File: src/design/pfp_pkg.sv
// package: register map, field layout and reset values of the clock and power control block
package pfp_pkg;

    // ************************************************************
    // register map (byte addresses on the peripheral bus)
    // ************************************************************
    localparam logic [31:0] PLL_CONTROL_HOLD_ADDR = 32'hE01FC080; // enable/connect hold
    localparam logic [31:0] PLL_SETTING_HOLD_ADDR = 32'hE01FC084; // multiplier/divider hold
    localparam logic [31:0] PLL_STATUS_ADDR       = 32'hE01FC088; // active values and lock
    localparam logic [31:0] PLL_UPDATE_KEY_ADDR   = 32'hE01FC08C; // unlock key port
    localparam logic [31:0] POWER_MODE_ADDR       = 32'hE01FC0C0; // power mode control
    localparam logic [31:0] PERIPH_GATE_ADDR      = 32'hE01FC0C4; // peripheral clock gate

    // ************************************************************
    // unlock keys
    // ************************************************************
    localparam logic [7:0] KEY_FIRST  = 8'hAA;
    localparam logic [7:0] KEY_SECOND = 8'h55;

    // ************************************************************
    // field positions
    // ************************************************************
    localparam int PLL_ON_POS      = 0;  // pll_on_bit in control hold
    localparam int PLL_LINK_POS    = 1;  // pll_link_bit in control hold
    localparam int MULT_LSB        = 0;  // multiplier_field 4:0
    localparam int DIV_LSB         = 5;  // divider_field 6:5
    localparam int STAT_ON_POS     = 8;  // active enable read-back
    localparam int STAT_LINK_POS   = 9;  // active connect read-back
    localparam int STAT_LOCK_POS   = 10; // lock_flag
    localparam int SLEEP_POS       = 0;  // sleep_bit
    localparam int DEEP_SLEEP_POS  = 1;  // deep_sleep_bit
    localparam int BROWNOUT_POS    = 2;  // brownout_off_bit, active low sense

    // ************************************************************
    // reset values
    // ************************************************************
    localparam logic [1:0]  PLL_CONTROL_RESET = 2'h0;
    localparam logic [6:0]  PLL_SETTING_RESET = 7'h00;
    localparam logic [2:0]  POWER_MODE_RESET  = 3'h0;
    localparam logic [31:0] PERIPH_GATE_RESET = 32'h001817BE;

    // ************************************************************
    // carriers
    // ************************************************************
    // one peripheral bus access
    typedef struct packed {
        logic        sel;   // access strobe, one cycle
        logic        write; // 1 write, 0 read
        logic [31:0] addr;  // byte address
        logic [31:0] wdata; // write data
    } pfp_bus_req_t;

    // active pll settings as they leave the block
    typedef struct packed {
        logic       on;   // pll running
        logic       link; // pll is clock source
        logic [5:0] mult; // M, 1..32
        logic [3:0] div;  // P, 1/2/4/8
    } pfp_pll_drive_t;

    // unlock detector states
    typedef enum logic [0:0] {
        UNLOCK_IDLE  = 1'b0,
        UNLOCK_ARMED = 1'b1
    } pfp_unlock_state_t;

endpackage

File: src/design/pfp_clock_power.sv
// module: pll unlock, power modes and peripheral clock gating
//
// Summary of operation
// - key writes must be consecutive bus cycles
// - bad key, order or gap leaves settings unchanged
// - deep sleep entry turns pll off, disconnects
// - wakeup never restores pll state by itself
// - core clock M times osc; cco times 2P
// - multiplier field plus one gives M
// - divider field 00,01,10,11 gives 1,2,4,8
// - sleep bit stops cpu clock until interrupt
// - deep sleep stops clocks; external interrupt wakes
// - both bits set means deep sleep
// - deep sleep ends on reset or clockless interrupt
// - deep sleep keeps state and pins static
// - wakeup resumes without lost or repeated instruction
// - brownout off bit only matters during deep sleep
// - one gate bit per peripheral; core never gated
// - gate bit index equals peripheral number
// - enable and connect act after unlock only
// - lock flag in status bit 10 and to interrupts
// - deep sleep clears enable/connect read-backs
`timescale 1ns/1ps

module pfp_clock_power #(
    parameter int GATE_W = 32 // width of the peripheral gate register
) (
    input  wire logic                  clk_sys,
    input  wire logic                  rst,
    input  wire pfp_pkg::pfp_bus_req_t bus_req,
    output logic [31:0]                bus_rdata,
    input  wire logic                  pll_lock,
    input  wire logic                  wake_irq,
    input  wire logic                  wake_ext_irq,
    input  wire logic                  instr_boundary,
    output pfp_pkg::pfp_pll_drive_t    pll_drive,
    output logic                       lock_irq,
    output logic                       cpu_clk_en,
    output logic                       osc_run,
    output logic                       clocks_run,
    output logic                       pins_hold,
    output logic                       brownout_active,
    output logic [GATE_W-1:0]          periph_clk_en
);

    // ************************************************************
    // helper functions
    // ************************************************************

    // M = field + 1, widened so 11111 gives 32
    function automatic logic [5:0] mult_of(input logic [4:0] field);
        mult_of = {1'b0, field} + 6'h01;
    endfunction

    // P is a power of two chosen by the two-bit field
    function automatic logic [3:0] div_of(input logic [1:0] field);
        div_of = 4'h1 << field;
    endfunction

    // ************************************************************
    // bus decode
    // ************************************************************
    wire wr_en      = bus_req.sel & bus_req.write;   // any write cycle
    wire wr_ctrl    = wr_en & (bus_req.addr == pfp_pkg::PLL_CONTROL_HOLD_ADDR);
    wire wr_set     = wr_en & (bus_req.addr == pfp_pkg::PLL_SETTING_HOLD_ADDR);
    wire wr_key     = wr_en & (bus_req.addr == pfp_pkg::PLL_UPDATE_KEY_ADDR);
    wire wr_pmode   = wr_en & (bus_req.addr == pfp_pkg::POWER_MODE_ADDR);
    wire wr_gate    = wr_en & (bus_req.addr == pfp_pkg::PERIPH_GATE_ADDR);
    wire key_first  = wr_key & (bus_req.wdata[7:0] == pfp_pkg::KEY_FIRST);
    wire key_second = wr_key & (bus_req.wdata[7:0] == pfp_pkg::KEY_SECOND);

    // ************************************************************
    // holding registers and active shadows
    // ************************************************************
    logic [1:0]        pll_control_hold;   // written enable/connect, not yet applied
    logic [6:0]        pll_setting_hold;   // written divider/multiplier, not yet applied
    logic [1:0]        ctrl_active;        // enable/connect in effect
    logic [6:0]        set_active;         // divider/multiplier in effect
    logic [2:0]        power_mode_reg;     // brownout, deep sleep, sleep
    logic [GATE_W-1:0] peripheral_gate_reg; // one bit per peripheral
    logic              cpu_halted;         // sleep in progress

    pfp_pkg::pfp_unlock_state_t unlock_state;      // key detector
    pfp_pkg::pfp_unlock_state_t next_unlock_state;

    // ************************************************************
    // unlock detector
    // ************************************************************
    // the armed state lives only one cycle, so any other bus cycle,
    // an idle cycle included, breaks the pair
    always_comb begin
        unlock_state_next_default: begin
            next_unlock_state = pfp_pkg::UNLOCK_IDLE;
        end
        unique case (unlock_state)
            pfp_pkg::UNLOCK_IDLE: begin
                if (key_first) begin
                    next_unlock_state = pfp_pkg::UNLOCK_ARMED;
                end
            end
            pfp_pkg::UNLOCK_ARMED: begin
                // a new first key re-arms; anything else drops back
                if (key_first) begin
                    next_unlock_state = pfp_pkg::UNLOCK_ARMED;
                end
            end
        endcase
    end

    // commit strobe: second key right after first key
    wire commit = (unlock_state == pfp_pkg::UNLOCK_ARMED) & key_second;

    always_ff @(posedge clk_sys or posedge rst) begin
        if (rst) begin
            unlock_state <= pfp_pkg::UNLOCK_IDLE;
        end else begin
            unlock_state <= next_unlock_state;
        end
    end

    // ************************************************************
    // power mode decode
    // ************************************************************
    wire pmode_sleep   = bus_req.wdata[pfp_pkg::SLEEP_POS];
    wire pmode_deep    = bus_req.wdata[pfp_pkg::DEEP_SLEEP_POS];
    // deep sleep wins over sleep when both are written
    wire enter_deep    = wr_pmode & pmode_deep;
    wire enter_sleep   = wr_pmode & pmode_sleep & ~pmode_deep;
    wire deep_now      = power_mode_reg[pfp_pkg::DEEP_SLEEP_POS];
    // only an interrupt that works without clocks ends deep sleep
    wire deep_wake     = deep_now & wake_ext_irq;

    // ************************************************************
    // pll control and setting holds
    // ************************************************************
    // holds take writes at any time; they steer nothing until commit
    always_ff @(posedge clk_sys or posedge rst) begin
        if (rst) begin
            pll_control_hold <= pfp_pkg::PLL_CONTROL_RESET;
            pll_setting_hold <= pfp_pkg::PLL_SETTING_RESET;
        end else begin
            if (wr_ctrl) begin
                pll_control_hold <= bus_req.wdata[1:0];
            end
            if (wr_set) begin
                pll_setting_hold <= bus_req.wdata[6:0];
            end
        end
    end

    // ************************************************************
    // active pll state
    // ************************************************************
    // deep sleep entry beats a commit in the same cycle; waking does
    // not touch these, so software must re-enable step by step
    always_ff @(posedge clk_sys or posedge rst) begin
        if (rst) begin
            ctrl_active <= pfp_pkg::PLL_CONTROL_RESET;
            set_active  <= pfp_pkg::PLL_SETTING_RESET;
        end else if (enter_deep) begin
            ctrl_active <= 2'h0;
        end else if (commit) begin
            ctrl_active <= pll_control_hold;
            set_active  <= pll_setting_hold;
        end
    end

    // ************************************************************
    // power mode register and sleep
    // ************************************************************
    // deep sleep bit clears itself on the clockless wake; a write in
    // the wake cycle wins and loads all three bits, so that clear is skipped
    always_ff @(posedge clk_sys or posedge rst) begin
        if (rst) begin
            power_mode_reg <= pfp_pkg::POWER_MODE_RESET;
        end else if (wr_pmode) begin
            power_mode_reg <= bus_req.wdata[2:0];
        end else if (deep_wake) begin
            power_mode_reg[pfp_pkg::DEEP_SLEEP_POS] <= 1'b0;
            power_mode_reg[pfp_pkg::SLEEP_POS]      <= 1'b0;
        end else if (cpu_halted & wake_irq) begin
            power_mode_reg[pfp_pkg::SLEEP_POS] <= 1'b0;
        end
    end

    // cpu clock held off only at an instruction boundary, so the
    // interrupted instruction is neither cut nor repeated
    always_ff @(posedge clk_sys or posedge rst) begin
        if (rst) begin
            cpu_halted <= 1'b0;
        end else if (wake_irq | deep_wake) begin
            cpu_halted <= 1'b0;
        end else if (power_mode_reg[pfp_pkg::SLEEP_POS] & ~deep_now & instr_boundary) begin
            cpu_halted <= 1'b1;
        end
    end

    // ************************************************************
    // peripheral clock gate
    // ************************************************************
    // bit n gates peripheral n; core blocks have no bit here at all
    always_ff @(posedge clk_sys or posedge rst) begin
        if (rst) begin
            peripheral_gate_reg <= pfp_pkg::PERIPH_GATE_RESET[GATE_W-1:0];
        end else if (wr_gate) begin
            peripheral_gate_reg <= bus_req.wdata[GATE_W-1:0];
        end
    end

    // ************************************************************
    // read mux
    // ************************************************************
    wire [31:0] stat_word = {21'h000000, pll_lock, ctrl_active[1], ctrl_active[0],
                             1'b0, set_active};
    wire [31:0] gate_word = {{(32 - GATE_W){1'b0}}, peripheral_gate_reg};

    logic [31:0] next_rdata; // selected read value
    always_comb begin
        next_rdata = 32'h00000000; // unmapped and key port read zero
        if (bus_req.sel & ~bus_req.write) begin
            unique case (bus_req.addr)
                pfp_pkg::PLL_CONTROL_HOLD_ADDR: next_rdata = {30'h00000000, pll_control_hold};
                pfp_pkg::PLL_SETTING_HOLD_ADDR: next_rdata = {25'h0000000, pll_setting_hold};
                pfp_pkg::PLL_STATUS_ADDR:       next_rdata = stat_word;
                pfp_pkg::POWER_MODE_ADDR:       next_rdata = {29'h00000000, power_mode_reg};
                pfp_pkg::PERIPH_GATE_ADDR:      next_rdata = gate_word;
                default:                        next_rdata = 32'h00000000;
            endcase
        end
    end

    // read data registered, valid the cycle after the strobe
    always_ff @(posedge clk_sys or posedge rst) begin
        if (rst) begin
            bus_rdata <= 32'h00000000;
        end else begin
            bus_rdata <= next_rdata;
        end
    end

    // ************************************************************
    // outputs
    // ************************************************************
    // pll connects only when both active bits are one
    assign pll_drive.on   = ctrl_active[0];
    assign pll_drive.link = ctrl_active[0] & ctrl_active[1];
    assign pll_drive.mult = mult_of(set_active[4:0]);
    assign pll_drive.div  = div_of(set_active[6:5]);
    assign lock_irq       = pll_lock;
    assign cpu_clk_en     = ~cpu_halted & ~deep_now;
    assign osc_run        = ~deep_now;
    assign clocks_run     = ~deep_now;
    assign pins_hold      = deep_now;
    // bit set while deep sleeping turns the detector off
    assign brownout_active = ~(deep_now & power_mode_reg[pfp_pkg::BROWNOUT_POS]);
    // gated clocks also stop during deep sleep
    assign periph_clk_en  = peripheral_gate_reg & {GATE_W{~deep_now}};

endmodule

File: config.mk
export PLATFORM = sky130hd
export DESIGN_NAME = pfp_clock_power
export DESIGN_NICKNAME = d
export VERILOG_FILES = /design/src/design/pfp_pkg.sv /design/src/design/pfp_clock_power.sv
export SDC_FILE = /design/constraint.sdc
export NUM_CORES = 1
export LEC_CHECK = 0
export BUFFER_PORTS_ARGS = -buffer_cell sky130_fd_sc_hd__buf_4
export CORE_AREA = 4 4 137 139
export CTS_BUF_LIST = sky130_fd_sc_hd__clkbuf_8
export DETAILED_ROUTE_END_ITERATION = 10
export DIE_AREA = 0 0 141 143
export HOLD_SLACK_MARGIN = 0.08
export SLEW_MARGIN = 20
export SYNTH_ARGS = -nofsm -noshare
export SYNTH_HDL_FRONTEND = slang
export SYNTH_SLANG_ARGS = --single-unit
File: constraint.sdc
create_clock -name clk_sys -period 2.4 [get_ports clk_sys]
set_input_delay 0.24 -clock clk_sys [delete_from_list [all_inputs] [get_ports clk_sys]]
set_output_delay 0.24 -clock clk_sys [all_outputs]
set_load 0.02 [all_outputs]
==> reports/qor_table.md <==
| Group | Quantity | This run |
| --- | --- | --- |
| status | Status | complete, no violations |
| drt | Via density per instance | 4.34 |
| sta | Smallest setup slack after layout | 336 ps |
| clocking | TritonCTS sink count | 87 |
| sta | Unrepaired setup endpoints after global routing | false |
| sta | Highest clock rate | 485 MHz |
| placed design | Worst Setup Slack post-DPL | -10.9 ps |
| clocking | Clock buffer depth | 2 |
| final layout | Final Util | 0.334 |
| critical path | Type of element capturing the critical path | flop |
| sta | Fin crit period | 2060 ps |
| logic synthesis | Netlist area before placement | 3990 sq um |
| die | Number of rows created at floorplan | 49 |
| logic synthesis | Yosys warning count | 0 |
| drt | Via count | 3148 |
| global route | Number of global-route vias before repair | 3320 |
| final layout | Diode count | 0 |
| global route | Total congestion overflow after global routing | 0 |
| die | Die Footprint | 20200 sq um |
| sta | Worst slew slack as a fraction of its limit | 0.713 |
| global route | Initial antenna violation count | 0 |
| logic synthesis | Proportion of synthesized chip area in sequential cells | 0.549 |
| power and ir drop | Leak pwr | 3.03 nW |
| final layout | Layout overhead on the synthesized area | 47.6% |
| logic synthesis | Post-synth net total | 385 |
| drt | Number of detailed-route iterations in the first pass | 4 |
| sta | Final count of negative-setup-slack endpoints | 0 |
| clocking | Number of buffers created by CTS | 9 |
| logic synthesis | Avg Synthesized Cell Area | 12.8 sq um |
| logic synthesis | Async set-reset flop share out of synthesis | 1.00 |
| clocking | Setup bufs post-CTS | 0 |
| drt | First-iteration detailed-routing DRC count | 108 |
| hold path | Class of the tightest hold or removal check | in -> reg |
| global route | First-pass GRT wire length | 18500 microns |
| drt | Final routed DRC violation total | 0 |
| logic synthesis | EDFF count, synth | 0 |
| sta | Final clock skew | 11.8 ps |
| sta | Crit share post-route | 0.860 |
| critical path | Critical path fanouts, max | 4 |
| die | Number of top-level pins | 154 |
| die | Core Box Area | 17700 sq um |
| clocking | Clock slew seen by the registers of the worst setup and hold paths | 90 ps |
| power and ir drop | Power per unit of standard cell area | 465 nW/um^2 |
| die | Die extent in y | 143 microns |
| critical path | Worst EP required | 2660 ps |
| drt | Final Routed Wirelength | 12100 microns |
| drt | Antenna violation net count after detailed routing | 0 |
| global route | Maximum number of pins on one net before global-route repair | 50 |
| logic synthesis | Syn Inst Count | 312 |
| logic synthesis | Post-synth cell types | 46 |
| logic synthesis | Most frequently used flop master after synthesis | sky130_fd_sc_hd__dfrtp_1 |
| die | Width of the die | 141 microns |
| final layout | Fraction of layout cells with a size suffix above 1 | 0.533 |
| drt | WL/cell | 16.7 microns |
| placed design | Weighted congestion at the end of routability-driven global placement | 0.869 |
| clocking | Total of cells resized after clock tree synthesis | 0 |
| sta | Setup TNS after final layout | 0 ps |
| critical path | Critical path class | in -> reg |
| placed design | Detailed-placement wirelength estimate | 9020 microns |
| critical path | Arrival time of the worst setup path | 2320 ps |
| final layout | Final nets | 565 |
| clocking | Clock network latency to the later pin of the worst-skew pair | 370 ps |
| critical path | CP startpoint kind | input port |
| clocking | Clock tree root driver cell | sky130_fd_sc_hd__clkbuf_8 |
| global route | Global router's overall resource usage | 0.120 |
| sta | Final Max Tran Viols | 0 |
| clocking | CTS HTree Levels | 3 |
| sta | Least-Margin Pin Slew | 430 ps |
| sta | Final Hold Violating Endpoints | 0 |
| die | Starting density of the core | 0.226 |
| placed design | PortBufs | 153 |
| power and ir drop | Worst ir drop on vdd | 219 uV |
| clocking | TritonCTS clock tree | done |
| job | Max-capacitance violation count | 0 |
| logic synthesis | Synthesis-stage register bit count | 87 |
[per-layer routing]
| metal | global-route usage | share of wire |
|---|---|---|
| met1 | 0.154 | 0.44 |
| met2 | 0.196 | 0.48 |
| met3 | 0.0315 | 0.066 |
| met4 | 0.0459 | 0.022 |
| met5 | 0 | 0 |
[per-stage QoR]
stage	std cells	hold slack (ps)	power, mW	instance area, sq um
global route	726	87.4	2.86	5890
detailed placement	693	192	1.67	5510
global placement	693	195	1.67	5510
CTS	726	80.3	2.79	5890
finish	726	109	2.74	5890
floorplan	312	306	1.54	3990
[layout by cell type (no fill, tap or decap), types with 7 or more instances in the layout]
cell,Yosys,routed
sky130_fd_sc_hd__nor2b_1,34,34
sky130_fd_sc_hd__dlygate4sd3_1,0,17
sky130_fd_sc_hd__nand2_1,7,7
sky130_fd_sc_hd__dfstp_2,12,12
sky130_fd_sc_hd__nor2_1,19,19
sky130_fd_sc_hd__and3_1,23,23
sky130_fd_sc_hd__buf_4,3,166
sky130_fd_sc_hd__mux2_2,49,49
sky130_fd_sc_hd__mux2_4,7,7
sky130_fd_sc_hd__a22oi_1,8,8
sky130_fd_sc_hd__a21oi_1,7,7
sky130_fd_sc_hd__clkbuf_8,0,11
sky130_fd_sc_hd__dfrtp_1,75,75
[kinds of logic (layout without fill, tap and decap cells)]
| logic type | Yosys count | in the layout | synth area share |
|---|---|---|---|
| AND/OR/NAND/NOR | 120 | 120 | 0.204 |
| flip-flops | 87 | 87 | 0.549 |
| multiplexers | 60 | 60 | 0.178 |
| buffers and inverters | 22 | 207 | 0.0295 |
| AO/OA/AOI/OAI | 19 | 19 | 0.0292 |
| XOR/XNOR | 3 | 3 | 0.00659 |
| adder cells (fa/ha/maj) | 1 | 1 | 0.00314 |
[synthesized netlist by cell type, types with 2 or more instances]
library cell               count  share of area
sky130_fd_sc_hd__a21oi_1       7         0.0088
sky130_fd_sc_hd__a22oi_1       8          0.015
sky130_fd_sc_hd__and2_1        2         0.0031
sky130_fd_sc_hd__and3_1       23          0.036
sky130_fd_sc_hd__buf_4         3         0.0056
sky130_fd_sc_hd__buf_6         3         0.0085
sky130_fd_sc_hd__clkbuf_1     11          0.010
sky130_fd_sc_hd__dfrtp_1      75           0.47
sky130_fd_sc_hd__dfstp_2      12          0.079
sky130_fd_sc_hd__inv_1         4         0.0038
sky130_fd_sc_hd__mux2_2       49           0.14
sky130_fd_sc_hd__mux2_4        7          0.026
sky130_fd_sc_hd__mux2i_1       3         0.0075
sky130_fd_sc_hd__nand2_1       7         0.0066
sky130_fd_sc_hd__nand2b_1      2         0.0031
sky130_fd_sc_hd__nand3_1       2         0.0025
sky130_fd_sc_hd__nand3b_1      2         0.0038
sky130_fd_sc_hd__nand4b_1      4         0.0088
sky130_fd_sc_hd__nor2_1       19          0.018
sky130_fd_sc_hd__nor2b_1      34          0.053
sky130_fd_sc_hd__nor4_1        3         0.0047
sky130_fd_sc_hd__nor4_4        2          0.011
sky130_fd_sc_hd__nor4bb_1      2         0.0050
sky130_fd_sc_hd__o21ai_0       3         0.0038
sky130_fd_sc_hd__or3b_2        2         0.0044
sky130_fd_sc_hd__or4b_1        2         0.0050
sky130_fd_sc_hd__xnor2_1       2         0.0044
[path summary, 6_finish.rpt]
| kind | from | endpoint | slack (ps) | depth (start not counted) |
|---|---|---|---|---|
| min | bus_req[11] | gate_word[11] | 110 | 2 |
| min reg2reg | gate_word[25] | bus_rdata[25] | 520 | 1 |
| min in group asynchronous | rst | gate_word[29] | 340 | 3 |
| max in group asynchronous | rst | gate_word[20] | 1370 | 4 |
| max | bus_req[53] | pll_control_hold[1] | 340 | 7 |
| max reg2reg | unlock_state | set_active[6] | 790 | 5 |
[worst max-delay path, stage by stage]
cell and delay (ps):
sky130_fd_sc_hd__buf_4 100, sky130_fd_sc_hd__or4_1 560, sky130_fd_sc_hd__nor3_1 320, sky130_fd_sc_hd__buf_4 180, sky130_fd_sc_hd__nand2_1 130, sky130_fd_sc_hd__nor4_1 410, sky130_fd_sc_hd__mux2_2 380
[report_power, final]
group / switching (mW) / leakage (nW) / total (mW) / internal [mW]
registers: 0.00000000256 / 1.17 / 1.47 / 1.47
clock network: 0.540 / 0.103 / 1.08 / 0.536
logic: 0.0866 / 1.76 / 0.198 / 0.112
[cell type report]
| class | count | area, sq um |
|---|---|---|
| Fill cell | 1791 | 11800 |
| Sequential cell | 87 | 2190 |
| Timing Repair Buffer | 187 | 1500 |
| Clock inverter | 5 | 57.6 |
| Multi-Input combinational cell | 203 | 1690 |
| Clock buffer | 11 | 151 |
| Tap cell | 229 | 287 |
| Inverter | 4 | 18.8 |
[timing repair]
item                                   4_1_cts  5_1_grt
setup endpoints to repair                    0        0
endpoints found under the hold margin       31        0
hold buffers                                17        0
No activity file was read; power rests on OpenSTA's default activity.
